$ cat config.mk
export PLATFORM = sky130hd
export DESIGN_NAME = adcc_ctrl
export DESIGN_NICKNAME = d
export VERILOG_FILES = /design/src/logic/adcc_pkg.sv /design/src/logic/adcc_seq_if.sv /design/src/logic/adcc_conv_timer.sv /design/src/logic/adcc_ctrl.sv
export SDC_FILE = /design/constraint.sdc
export NUM_CORES = 1
export LEC_CHECK = 0
export ABC_AREA = 1
export BUFFER_PORTS_ARGS = -buffer_cell sky130_fd_sc_hd__buf_2
export CAP_MARGIN = 25
export CORE_MARGIN = 1
export CORE_UTILIZATION = 47
export DETAILED_ROUTE_END_ITERATION = 16
export PLACE_DENSITY = 0.77
export SLEW_MARGIN = 15
export SYNTH_ARGS = -nofsm -noshare
export SYNTH_HDL_FRONTEND = slang
export SYNTH_SLANG_ARGS = --single-unit
$ cat constraint.sdc
create_clock -name sys_clk -period 2 [get_ports sys_clk]
set_input_delay 0.2 -clock sys_clk [delete_from_list [all_inputs] [get_ports sys_clk]]
set_output_delay 0.2 -clock sys_clk [all_outputs]
set_load 0.02 [all_outputs]
$ cat src/logic/adcc_pkg.sv
package adcc_pkg;
  // ****************************************************************
  // Register map and fields.
  // ****************************************************************
  localparam logic [7:0] OFS_CHANNEL_REF = 8'h00;
  localparam logic [7:0] OFS_CTRL_STATUS = 8'h04;
  localparam logic [7:0] OFS_TRIG_SOURCE = 8'h08;
  localparam logic [7:0] OFS_RESULT_LOW = 8'h0c;
  localparam logic [7:0] OFS_RESULT_HIGH = 8'h10;
  localparam logic [7:0] CHANNEL_REF_RESET = 8'h00;
  localparam logic [7:0] CTRL_STATUS_RESET = 8'h00;
  localparam logic [2:0] TRIG_SOURCE_RESET = 3'h0;
  localparam int REF_MSB = 7;
  localparam int REF_LSB = 6;
  localparam int LEFT_ADJUST_BIT = 5;
  localparam int CHAN_MSB = 4;
  localparam int ENABLE_BIT = 7;
  localparam int START_BIT = 6;
  localparam int AUTO_BIT = 5;
  localparam int FLAG_BIT = 4;
  localparam int IRQ_EN_BIT = 3;
  localparam int DIV_MSB = 2;
  localparam int TRIG_MSB = 7;
  localparam int TRIG_LSB = 5;
  // ****************************************************************
  // Encodings and timing.
  // ****************************************************************
  localparam logic [2:0] TRIG_FREE_RUN = 3'h0;
  localparam logic [1:0] REF_INTERNAL = 2'h3;
  localparam logic [4:0] FIRST_CONV_CYCLES = 5'h19;
  localparam logic [4:0] NORMAL_CONV_CYCLES = 5'h0d;
  typedef enum logic [1:0] {gain_x1, gain_x10, gain_x200} adcc_gain_t;
  typedef enum logic [1:0] {src_pins, src_bandgap, src_ground} adcc_src_t;
  typedef enum logic {st_idle, st_convert} adcc_state_t;
endpackage : adcc_pkg

$ cat src/logic/adcc_seq_if.sv
`timescale 1ns/1ps
interface adcc_seq_if;
  logic run;
  logic first;
  logic [2:0] div_code;
  logic done;
  modport ctrl (output run, output first, output div_code, input done);
  modport timer (input run, input first, input div_code, output done);
endinterface : adcc_seq_if

$ cat src/logic/adcc_conv_timer.sv
`timescale 1ns/1ps
module adcc_conv_timer (
  // Clock and reset.
  input wire logic sys_clk,
  input wire logic reset_n,
  // Sequencing link.
  adcc_seq_if.timer seq
);
  // ****************************************************************
  // Prescaler and converter clock cycle count.
  // ****************************************************************
  logic [7:0] pre_reg;
  logic [4:0] cyc_reg;
  logic done_reg;
  logic [2:0] shift;
  logic [7:0] div_last;
  logic [4:0] total;
  logic tick;

  always_comb begin
    shift = (seq.div_code == 3'h0) ? 3'h1 : seq.div_code;
    div_last = (8'h01 << shift) - 8'h01;
    total = seq.first ? adcc_pkg::FIRST_CONV_CYCLES : adcc_pkg::NORMAL_CONV_CYCLES;
    tick = (pre_reg == div_last);
  end

  always_ff @(posedge sys_clk or negedge reset_n) begin
    if (!reset_n) begin
      pre_reg <= 8'h00;
      cyc_reg <= 5'h00;
      done_reg <= 1'b0;
    end else if (!seq.run || done_reg) begin
      pre_reg <= 8'h00;
      cyc_reg <= 5'h00;
      done_reg <= 1'b0;
    end else if (tick) begin
      pre_reg <= 8'h00;
      cyc_reg <= cyc_reg + 5'h01;
      done_reg <= (cyc_reg == total - 5'h01);
    end else begin
      pre_reg <= pre_reg + 8'h01;
    end
  end

  assign seq.done = done_reg;
endmodule : adcc_conv_timer

$ cat src/logic/adcc_ctrl.sv
`timescale 1ns/1ps
module adcc_ctrl (
  // Clock and reset.
  input wire logic sys_clk,
  input wire logic reset_n,
  // APB slave.
  input wire logic psel,
  input wire logic penable,
  input wire logic pwrite,
  input wire logic [7:0] paddr,
  input wire logic [31:0] pwdata,
  output logic [31:0] prdata,
  output logic pready,
  output logic pslverr,
  // System events.
  input wire logic [6:0] event_flags,
  input wire logic global_irq_enable,
  input wire logic irq_vector_ack,
  output logic conv_irq,
  // Converter core.
  input wire logic [9:0] core_sample,
  output logic core_power,
  output logic core_start,
  output logic [1:0] core_reference,
  output logic internal_ref_on,
  output logic [2:0] core_pos_sel,
  output logic [2:0] core_neg_sel,
  output logic core_diff,
  output adcc_pkg::adcc_gain_t core_gain,
  output adcc_pkg::adcc_src_t core_source,
  output logic result_sign_bit
);
  // ****************************************************************
  // Register state.
  // ****************************************************************
  logic [7:0] chan_ref_reg;
  logic enable_reg, auto_reg, flag_reg, irq_en_reg, lock_reg, first_pending_reg, first_reg;
  logic [2:0] div_reg, trig_reg, pos_reg, neg_reg, dec_pos, dec_neg;
  logic [9:0] result_reg;
  logic [31:0] prdata_reg;
  logic pready_reg, pslverr_reg, irq_reg, core_start_reg, trig_prev_reg;
  logic [1:0] ref_reg;
  logic diff_reg, sign_reg, dec_diff, int_ref_reg;
  adcc_pkg::adcc_gain_t gain_reg, dec_gain;
  adcc_pkg::adcc_src_t src_reg, dec_src;
  adcc_pkg::adcc_state_t state_reg, state_next;
  logic enable_next, setup, wr_acc, rd_acc, ctrl_wr, mapped;
  logic trig_sel, trig_edge, sw_start, free_restart, start_now;
  logic [7:0] low_byte, high_byte, rd_mux;

  adcc_seq_if seq ();

  adcc_conv_timer u_timer (
    .sys_clk(sys_clk),
    .reset_n(reset_n),
    .seq(seq.timer)
  );

  // ****************************************************************
  // Bus decode and start sources.
  // ****************************************************************
  always_comb begin
    setup = psel && !penable;
    wr_acc = psel && penable && pwrite;
    rd_acc = psel && penable && !pwrite;
    ctrl_wr = wr_acc && (paddr == adcc_pkg::OFS_CTRL_STATUS);
    mapped = (paddr == adcc_pkg::OFS_CHANNEL_REF) || (paddr == adcc_pkg::OFS_CTRL_STATUS) ||
             (paddr == adcc_pkg::OFS_TRIG_SOURCE) || (paddr == adcc_pkg::OFS_RESULT_LOW) ||
             (paddr == adcc_pkg::OFS_RESULT_HIGH);
    enable_next = ctrl_wr ? pwdata[adcc_pkg::ENABLE_BIT] : enable_reg;
    trig_sel = (trig_reg == adcc_pkg::TRIG_FREE_RUN) ? 1'b0 : event_flags[trig_reg - 3'h1];
    trig_edge = auto_reg && trig_sel && !trig_prev_reg;
    sw_start = ctrl_wr && pwdata[adcc_pkg::START_BIT];
    free_restart = seq.done && auto_reg && (trig_reg == adcc_pkg::TRIG_FREE_RUN);
    start_now = enable_next && (((state_reg == adcc_pkg::st_idle) && (sw_start || trig_edge)) ||
                                free_restart);
  end

  // ****************************************************************
  // Channel and gain decode.
  // ****************************************************************
  always_comb begin
    dec_pos = chan_ref_reg[2:0];
    dec_neg = 3'h0;
    dec_diff = 1'b0;
    dec_gain = adcc_pkg::gain_x1;
    dec_src = adcc_pkg::src_pins;
    unique case (chan_ref_reg[4:3])
      2'b00: dec_diff = 1'b0;
      2'b01: begin
        dec_diff = 1'b1;
        dec_pos = {1'b0, chan_ref_reg[2], chan_ref_reg[0]};
        dec_neg = {1'b0, chan_ref_reg[2], 1'b0};
        dec_gain = chan_ref_reg[1] ? adcc_pkg::gain_x200 : adcc_pkg::gain_x10;
      end
      2'b10: begin
        dec_diff = 1'b1;
        dec_neg = 3'h1;
      end
      2'b11: begin
        if (chan_ref_reg[2:1] != 2'b11) begin
          dec_diff = 1'b1;
          dec_neg = 3'h2;
        end else begin
          dec_src = chan_ref_reg[0] ? adcc_pkg::src_ground : adcc_pkg::src_bandgap;
        end
      end
    endcase
  end

  // ****************************************************************
  // Result byte layout.
  // ****************************************************************
  always_comb begin
    if (chan_ref_reg[adcc_pkg::LEFT_ADJUST_BIT]) begin
      high_byte = result_reg[9:2];
      low_byte = {result_reg[1:0], 6'h00};
    end else begin
      high_byte = {6'h00, result_reg[9:8]};
      low_byte = result_reg[7:0];
    end
    rd_mux = 8'h00;
    if (paddr == adcc_pkg::OFS_CHANNEL_REF) begin
      rd_mux = chan_ref_reg;
    end else if (paddr == adcc_pkg::OFS_CTRL_STATUS) begin
      rd_mux = {enable_reg, state_reg == adcc_pkg::st_convert, auto_reg, flag_reg,
                irq_en_reg, div_reg};
    end else if (paddr == adcc_pkg::OFS_TRIG_SOURCE) begin
      rd_mux = {trig_reg, 5'h00};
    end else if (paddr == adcc_pkg::OFS_RESULT_LOW) begin
      rd_mux = low_byte;
    end else if (paddr == adcc_pkg::OFS_RESULT_HIGH) begin
      rd_mux = high_byte;
    end
  end

  // ****************************************************************
  // APB answer.
  // ****************************************************************
  always_ff @(posedge sys_clk or negedge reset_n) begin
    if (!reset_n) begin
      prdata_reg <= 32'h0000_0000;
      pready_reg <= 1'b0;
      pslverr_reg <= 1'b0;
    end else begin
      pready_reg <= 1'b1;
      if (setup) begin
        prdata_reg <= {24'h00_0000, rd_mux};
        pslverr_reg <= !mapped;
      end
    end
  end

  // ****************************************************************
  // Software registers.
  // ****************************************************************
  always_ff @(posedge sys_clk or negedge reset_n) begin
    if (!reset_n) begin
      chan_ref_reg <= adcc_pkg::CHANNEL_REF_RESET;
      enable_reg <= adcc_pkg::CTRL_STATUS_RESET[adcc_pkg::ENABLE_BIT];
      auto_reg <= adcc_pkg::CTRL_STATUS_RESET[adcc_pkg::AUTO_BIT];
      irq_en_reg <= adcc_pkg::CTRL_STATUS_RESET[adcc_pkg::IRQ_EN_BIT];
      div_reg <= adcc_pkg::CTRL_STATUS_RESET[adcc_pkg::DIV_MSB:0];
      trig_reg <= adcc_pkg::TRIG_SOURCE_RESET;
    end else if (wr_acc) begin
      if (paddr == adcc_pkg::OFS_CHANNEL_REF) begin
        chan_ref_reg <= pwdata[7:0];
      end
      if (paddr == adcc_pkg::OFS_TRIG_SOURCE) begin
        trig_reg <= pwdata[adcc_pkg::TRIG_MSB:adcc_pkg::TRIG_LSB];
      end
      if (ctrl_wr) begin
        enable_reg <= pwdata[adcc_pkg::ENABLE_BIT];
        auto_reg <= pwdata[adcc_pkg::AUTO_BIT];
        irq_en_reg <= pwdata[adcc_pkg::IRQ_EN_BIT];
        div_reg <= pwdata[adcc_pkg::DIV_MSB:0];
      end
    end
  end

  // ****************************************************************
  // Conversion sequencing.
  // ****************************************************************
  always_comb begin
    state_next = state_reg;
    unique case (state_reg)
      adcc_pkg::st_idle: begin
        if (start_now) begin
          state_next = adcc_pkg::st_convert;
        end
      end
      adcc_pkg::st_convert: begin
        if (seq.done && !start_now) begin
          state_next = adcc_pkg::st_idle;
        end
      end
    endcase
    if (!enable_next) begin
      state_next = adcc_pkg::st_idle;
    end
  end

  always_ff @(posedge sys_clk or negedge reset_n) begin
    if (!reset_n) begin
      state_reg <= adcc_pkg::st_idle;
      first_pending_reg <= 1'b0;
      first_reg <= 1'b0;
      trig_prev_reg <= 1'b0;
      core_start_reg <= 1'b0;
      int_ref_reg <= 1'b0;
    end else begin
      state_reg <= state_next;
      trig_prev_reg <= trig_sel;
      core_start_reg <= start_now;
      int_ref_reg <= enable_next && (adcc_pkg::REF_INTERNAL ==
        (start_now ? chan_ref_reg[adcc_pkg::REF_MSB:adcc_pkg::REF_LSB] : ref_reg));
      if (start_now) begin
        first_pending_reg <= 1'b0;
        first_reg <= first_pending_reg || !enable_reg;
      end else if (!enable_reg && enable_next) begin
        first_pending_reg <= 1'b1;
      end
    end
  end

  always_ff @(posedge sys_clk or negedge reset_n) begin
    if (!reset_n) begin
      ref_reg <= 2'h0;
      pos_reg <= 3'h0;
      neg_reg <= 3'h0;
      diff_reg <= 1'b0;
      gain_reg <= adcc_pkg::gain_x1;
      src_reg <= adcc_pkg::src_pins;
    end else if (start_now) begin
      ref_reg <= chan_ref_reg[adcc_pkg::REF_MSB:adcc_pkg::REF_LSB];
      pos_reg <= dec_pos;
      neg_reg <= dec_neg;
      diff_reg <= dec_diff;
      gain_reg <= dec_gain;
      src_reg <= dec_src;
    end
  end

  // ****************************************************************
  // Result, lock, flag and interrupt.
  // ****************************************************************
  always_ff @(posedge sys_clk or negedge reset_n) begin
    if (!reset_n) begin
      result_reg <= 10'h000;
      sign_reg <= 1'b0;
      lock_reg <= 1'b0;
    end else begin
      if (seq.done && (state_reg == adcc_pkg::st_convert) && !lock_reg) begin
        result_reg <= core_sample;
        sign_reg <= diff_reg && core_sample[9];
      end
      if (rd_acc && (paddr == adcc_pkg::OFS_RESULT_LOW)) begin
        lock_reg <= 1'b1;
      end else if (rd_acc && (paddr == adcc_pkg::OFS_RESULT_HIGH)) begin
        lock_reg <= 1'b0;
      end
    end
  end

  always_ff @(posedge sys_clk or negedge reset_n) begin
    if (!reset_n) begin
      flag_reg <= 1'b0;
      irq_reg <= 1'b0;
    end else begin
      if (seq.done && (state_reg == adcc_pkg::st_convert) && enable_next) begin
        flag_reg <= 1'b1;
      end else if (irq_vector_ack || (ctrl_wr && pwdata[adcc_pkg::FLAG_BIT])) begin
        flag_reg <= 1'b0;
      end
      irq_reg <= flag_reg && irq_en_reg && global_irq_enable;
    end
  end

  assign seq.run = (state_reg == adcc_pkg::st_convert);
  assign seq.first = first_reg;
  assign seq.div_code = div_reg;

  // ****************************************************************
  // Outputs.
  // ****************************************************************
  assign prdata = prdata_reg;
  assign pready = pready_reg;
  assign pslverr = pslverr_reg;
  assign conv_irq = irq_reg;
  assign core_power = enable_reg;
  assign core_start = core_start_reg;
  assign core_reference = ref_reg;
  assign internal_ref_on = int_ref_reg;
  assign core_pos_sel = pos_reg;
  assign core_neg_sel = neg_reg;
  assign core_diff = diff_reg;
  assign core_gain = gain_reg;
  assign core_source = src_reg;
  assign result_sign_bit = sign_reg;

  // ****************************************************************
  // Checks.
  // ****************************************************************
  logic [15:0] conv_cnt;
  always_ff @(posedge sys_clk or negedge reset_n) begin
    if (!reset_n) begin
      conv_cnt <= 16'h0000;
    end else if (start_now) begin
      conv_cnt <= 16'h0000;
    end else begin
      conv_cnt <= conv_cnt + 16'h0001;
    end
  end
endmodule : adcc_ctrl

=== Word-level counts from Yosys, hierarchy flattened ===
Cells that the tools add are included.

* Register bits: 74
* Bits of input ports: 64
* Output and inout port bits: 52
* Word-level logic and storage cells: 141

* Add/sub/neg operators: 5
* Magnitude comparators: 1
* Eq/ne operators: 11
* Shift operators: 1
* Muxes and demuxes: 40
* Bitwise operators: 1
* Reduce and logical (&&, ||, !) cells: 53

{| class="wikitable"
|+ Operators with widths
! cell !! count
|-
| two-way mux 8 bit || 9
|-
| logical AND 1 bit || 24
|-
| == test 8 x 4 -> 1 bit, second input constant || 2
|-
| two-way mux 1 bit || 15
|-
| two-way mux 5 bit || 3
|-
| two-way mux 2 bit || 7
|-
| logical OR 1 bit || 9
|-
| one-hot mux 3 bit (3 select lines) || 1
|-
| adder 8 x 1 -> 8 bit, second input constant || 1
|-
| == test 8 x 3 -> 1 bit, second input constant || 1
|-
| == test 8 x 5 -> 1 bit, second input constant || 1
|-
| == test 8 bit || 1
|-
| zero test 1 bit || 8
|-
| zero test 8 bit || 1
|-
| nonzero test 2 bit || 4
|-
| left shift 1 x 3 -> 8 bit, first input constant || 1
|-
| subtractor 8 x 1 -> 8 bit, second input constant || 1
|-
| zero test 3 bit || 2
|-
| two-way mux 3 bit || 2
|-
| AND reduction 2 bit || 3
|-
| adder 5 x 1 -> 5 bit, second input constant || 1
|-
| == test 5 bit || 1
|-
| subtractor 5 x 1 -> 5 bit, second input constant || 1
|-
| == test 2 bit, second input constant || 2
|-
| 11 further kinds || 11
|}

=== Depth between registers and ports, before layout ===
* Word-level depth: 15
* Gate-level depth with buffers: 15
* Gate-level depth less buffers: 15

=== Hierarchy ===
A second synthesis with hierarchy kept.

* Cells, all modules: 536
* Area total of the unflattened synthesis: 4150.2 um^2

{| class="wikitable"
|+ By module, submodules not included
! module !! times used !! cells an instance !! area each (um^2) !! seq. area each (um^2)
|-
| adcc_ctrl || 1 || 395 || 3109.2 || 1476.4
|-
| adcc_conv_timer || 1 || 141 || 1041.0 || 350.3
|}

=== Worst setup path after synthesis ===
OpenSTA, ideal clock, no wires.

* Kind: reg-to-reg
* Start point: register trig_reg[0]
* End point: register state_reg (netlist: seq.run)
* Library setup time: 126 ps
* Arrival time: 1740 ps
* Required time: 1874 ps
* Setup slack: 134 ps
* Stages on the path, launching flop included: 14
* Path buffers: 1
* Clock period less this slack: 1866 ps
* Cell sequence: dfrtp_1 -> inv_1 -> ha_1 -> inv_1 -> nand3_1 -> nand2_1 -> nand2_1 -> nand4_1 -> nand2_1 -> nand2_1 -> nand2_1 -> nand2_2 -> buf_2 -> a21oi_1

* Word-level cells in the longest chain between the ends: 15
* Elaborated cells between the ends (all ways): 18
* Those cells by class: 1 x add/sub; 7 x mux; 10 x reduce/logical

{| class="wikitable"
|+ Ends and longest elaborated chain
! element !! line !! text
|-
| start, declared || adcc_ctrl.sv:38 || <nowiki>logic [2:0] div_reg, trig_reg, pos_reg, neg_reg, dec_pos, dec_neg;</nowiki>
|-
| start signal, assigned || adcc_ctrl.sv:164 || <nowiki>trig_reg <= adcc_pkg::TRIG_SOURCE_RESET;</nowiki>
|-
| start signal, assigned || adcc_ctrl.sv:170 || <nowiki>trig_reg <= pwdata[adcc_pkg::TRIG_MSB:adcc_pkg::TRIG_LSB];</nowiki>
|-
| subtractor 3 x 1 -> 3 bit || adcc_ctrl.sv:71 || <nowiki>trig_sel = (trig_reg == adcc_pkg::TRIG_FREE_RUN) ? 1'b0 : event_flags[trig_reg - 3'h1];</nowiki>
|-
| binary-select mux 1 bit (select 3 bit) || adcc_ctrl.sv:71 ||
|-
| two-way mux 1 bit (not written as such) || adcc_ctrl.sv:71 ||
|-
| two-way mux 1 bit || adcc_ctrl.sv:71 ||
|-
| logical AND 1 bit (2 in a row) || adcc_ctrl.sv:72 || <nowiki>trig_edge = auto_reg && trig_sel && !trig_prev_reg;</nowiki>
|-
| logical OR 1 bit || adcc_ctrl.sv:75 || <nowiki>start_now = enable_next && (((state_reg == adcc_pkg::st_idle) && (sw_start || trig_edge)) ||</nowiki>
|-
| logical AND 1 bit || adcc_ctrl.sv:75 ||
|-
| logical OR 1 bit * || adcc_ctrl.sv:75 ||
|-
| logical AND 1 bit * || adcc_ctrl.sv:75 ||
|-
| zero test 1 bit || adcc_ctrl.sv:193 || <nowiki>if (seq.done && !start_now) begin</nowiki>
|-
| logical AND 1 bit || adcc_ctrl.sv:193 ||
|-
| two-way mux 1 bit || adcc_ctrl.sv:193 ||
|-
| one-hot mux 1 bit (2 select lines) * || adcc_ctrl.sv:186 || <nowiki>unique case (state_reg)</nowiki>
|-
| two-way mux 1 bit * || adcc_ctrl.sv:198 || <nowiki>if (!enable_next) begin</nowiki>
|-
| named net state_next || adcc_ctrl.sv:46 || <nowiki>adcc_pkg::adcc_state_t state_reg, state_next;</nowiki>
|-
| end signal, assigned || adcc_ctrl.sv:205 || <nowiki>state_reg <= adcc_pkg::st_idle;</nowiki>
|-
| end signal, assigned || adcc_ctrl.sv:212 || <nowiki>state_reg <= state_next;</nowiki>
|-
| end, declared || adcc_ctrl.sv:46 ||
|}

Mark *: on every way through the listed nets, which the timed path passes. The rest lies on a longest branch. The select of a mux whose other input is x is not followed.
A chain may end at the register's enable or synchronous reset.

=== Worst setup path in the final report ===
* Start point: register trig_reg[1]
* End point: register ref_reg[0] (netlist: core_reference[0])

* Word-level cells in the longest chain between the ends: 11
* Elaborated cells between the ends (all ways): 13
* Those cells by class: 1 x add/sub; 4 x mux; 8 x reduce/logical

{| class="wikitable"
|+ Ends and longest elaborated chain
! element !! line !! text
|-
| subtractor 3 x 1 -> 3 bit || adcc_ctrl.sv:71 ||
|-
| binary-select mux 1 bit (select 3 bit) || adcc_ctrl.sv:71 ||
|-
| two-way mux 1 bit (not written as such) || adcc_ctrl.sv:71 ||
|-
| two-way mux 1 bit || adcc_ctrl.sv:71 ||
|-
| logical AND 1 bit (2 in a row) || adcc_ctrl.sv:72 ||
|-
| logical OR 1 bit || adcc_ctrl.sv:75 ||
|-
| logical AND 1 bit || adcc_ctrl.sv:75 ||
|-
| logical OR 1 bit * || adcc_ctrl.sv:75 ||
|-
| logical AND 1 bit * || adcc_ctrl.sv:75 ||
|-
| two-way mux 2 bit * || -- ||
|-
| end signal, assigned || adcc_ctrl.sv:235 || <nowiki>ref_reg <= chan_ref_reg[adcc_pkg::REF_MSB:adcc_pkg::REF_LSB];</nowiki>
|-
| end, declared || adcc_ctrl.sv:42 || <nowiki>logic [1:0] ref_reg;</nowiki>
|}

Mark *: on every way between the ends. The rest lies on a longest branch, timed or not. The select of a mux whose other input is x is not followed.

==> impl_results.md <==
- Status: finished clean
- Final Wtd Congestion: just over 0.9
- Worst Hold Slack: approximately 55 ps
- Psw: approximately 0.7 mW
- Syn Std Cell Area: 3920 um^2
- WHS Path Cells: 3
- Overall routing resource usage: around 22%
- N_diodes: 0
- CP Launch Type: register
- Comb pwr share: 7.0%
- Setup violators final: 0
- Post-DR vias/cell: roughly 5.1
- Wire per inst: between 10 and 15 um
- Clock Skews: 7.08 ps
- Max-Cap Viols: 0
- Fin Setup TNS: 0 ps
- Register area share after synthesis: ~47%
- Filler cells: just over 700
- Clk Latency, worst-skew pair: 340 ps
- Fraction of layout cells with a size suffix above 1: 19.7%
- Clock buffer depth: 2
- VDD IR max: 0.410 mV
- Drt drc: 0
- Clock transition at path regs: 70 ps
- Largest net degree at the start of global routing: 74
- WS Path Type: reg2reg
- Die height: 93.3 um
- Number of synthesized flops with an enable pin: 0
- Core Region: 7890 um^2
- Clock Power Share: 42.2%
- CP Data Required Time: 2230 ps
- Most frequent cell after synthesis: nand2_1
- Pre-CTS setup slack: just under 70 ps
- Syn. warnings: 0
- #FFs+latches synth: between 70 and 80
- Buffers on Ports: 66
- Synth area leaders: dfrtp_1 (47%), nand2_1 (14%), inv_1 (5.6%)
- Post-Syn Instances: 496
- Yosys top cell area share: ~47%
- Layout area overhead: 19.0%
- # IOs: ~120
- Hold EP: result_reg[7]
- Routed WL: just under 9000 um
- Routed Antenna Nets: 0
- First DRT Iteration DRCs: 284
- Crit-path max FO: 5
- CTS sink cnt: 73
- Seq. cell area: around 1800 um^2
- Pleak: roughly 2.4 nW
- Class of the most critical hold timing path: in2reg
- Area taken by multi-input logic gates: about 1800 um^2
- HPWL after DPL: between 6000 and 7000 um
- Die X-Extent: 93.3 um
- Initial core utilization: between 40 and 50%
- Worst endpoint data arrival time: 2020 ps
- Fin cells: just under 700
- Net Sw Frac: between 20% and 30%
- Fin crit period: 1790 ps
- CTS tree: built
- Initial antenna violation count: 0
- R2R cell count: 14
- Post-synthesis async set-or-reset flop share: 100%
- Reg-to-reg slack, setup: around 210 ps
- Worst Hold Launch: core_sample[7]
- Critical path endpoint category: register
- Final nets: about 660
- Final Slew Violations: 0
- Setup ws final: between 200 and 250 ps
- Commonest cells in the netlist: nand2_1 (145), dfrtp_1 (73), inv_1 (58)
- Top achievable clock speed: 557 MHz
- Reg2Reg Launch Point: trig_reg[1]
- Final Hold Fails: 0
- DR pass1 iterations: 5
- Main synth FF type: dfrtp_1
- Vias in the first global route: 3289
- Core Rows: 32
- Synth area leader: dfrtp_1
- Remaining Overflow, GRT: 0
- Num CTS Buffers: 9
- Unique masters post-synth: 39
- Syn avg cell area: ~7.9 um^2
- CTS root buffer: clkbuf_8
- Sequential share of power: 50.8%
- Period utilization: between 80 and 90%
- Worst r2r dst: core_reference[0]
- H-tree depth: 3
- Post-Place Cells: 671
- Power Density: around 630 nW/um^2
- Die area: 8710 um^2
- Vias: around 3500
- Largest register FFs: 10
- Global-route wire length before repair: 15200 um
- Internal power: 2.26 mW
==> critical path, cell delays in order (launching register included) <==
cell and delay (ps):
dfrtp_1 390, inv_1 120, ha_2 190, inv_1 40, nand2_1 70, nand2_1 70, nor2_1 90, nand2_1 70
nand4_1 80, nand2_1 70, nand2_2 90, nand2_2 90, nand2_4 110, nand2_1 70, and2_1 130
==> power groups by stage <==
stage / clock network, mW / registers (mW) / logic (mW)
after floorplan: 0 / 1.53 / 0.132
after global placement: 0 / 1.52 / 0.196
after detailed placement: 0 / 1.52 / 0.201
after CTS: 1.27 / 1.49 / 0.203
after global routing: 1.34 / 1.50 / 0.232
final: 1.24 / 1.49 / 0.205
==> kinds of logic (layout without fill, tap and decap cells) <==
logic type	Yosys count	in the layout	share of synthesized area [%]
AND/OR/NAND/NOR	232	232	25.1
buffers and inverters	95	164	11.6
AO/OA/AOI/OAI	74	74	11.1
flip-flops	73	73	46.6
adder cells (fa/ha/maj)	10	10	3.19
XOR/XNOR	8	8	1.79
other	2	27	0.192
multiplexers	2	2	0.511
==> per-stage QoR <==
stage / instance area, um^2 / total power [mW] / utilization [%]
after floorplan: 4010 / 1.66 / -
after global placement: 4390 / 1.72 / 55.6
after detailed placement: 4390 / 1.72 / 55.6
after CTS: 4610 / 2.97 / 58.4
after global routing: 4660 / 3.06 / 59.1
final: 4660 / 2.94 / 59.1
==> layer usage <==
| metal | wire length (um) | track usage [%] | up-vias |
|---|---|---|---|
| met5 | 0 | 0 | - |
| met4 | 75 | 6.03 | 0 |
| met3 | 611 | 4.47 | 8 |
| met2 | 4220 | 36.3 | 146 |
| met1 | 4040 | 30.6 | 1641 |
| li1 | - | - | 1715 |
==> how the worst max path moves through the flow <==
stage	from	end	slack, ps	cells after the start
after CTS	trig_reg[0]	core_source[1]	50	13
after detailed placement	trig_reg[0]	core_source[1]	70	13
after floorplan	trig_reg[0]	seq.run	130	13
after global placement	trig_reg[0]	core_source[1]	120	13
final	trig_reg[1]	core_reference[0]	210	14
after global routing	trig_reg[1]	core_gain[0]	-20	15
==> layout make-up <==
type                            count  area share, %
Inverter                           63           5.12
Tap cell                          102           2.74
Multi-Input combinational cell    353           37.7
Clock buffer                       12           2.90
Timing Repair Buffer               85           10.7
Clock inverter                      4           1.66
Sequential cell                    73           39.2
==> layout by cell type (no fill, tap or decap), types with 2 or more instances in the layout <==
cell	Yosys	layout
o21ai_1	3	3
bufinv_16	0	2
nand4_1	5	5
nand3b_1	2	2
mux2i_1	2	2
buf_2	1	66
o221ai_1	4	4
dfrtp_1	73	73
clkinv_4	0	2
and3_1	2	2
nand2_2	5	6
clkinv_1	4	4
ha_1	10	8
clkbuf_1	6	3
buf_12	0	2
inv_1	58	57
xnor2_1	3	3
conb_1	2	27
o21ai_0	40	40
nor3_1	10	10
a21oi_1	17	17
nand3_1	26	26
buf_4	25	16
xor2_1	5	5
nor2_1	31	31
nand2_1	145	143
nor2_2	2	2
clkbuf_8	0	9
==> what timing repair did <==
item	4_1_cts	5_1_grt
hold endpoints to repair	73	0
setup buffers	0	4
endpoints found under the setup margin	0	14
gates resized for setup	0	6
hold buffers	1	0
Power figures use the tool's default switching activity.
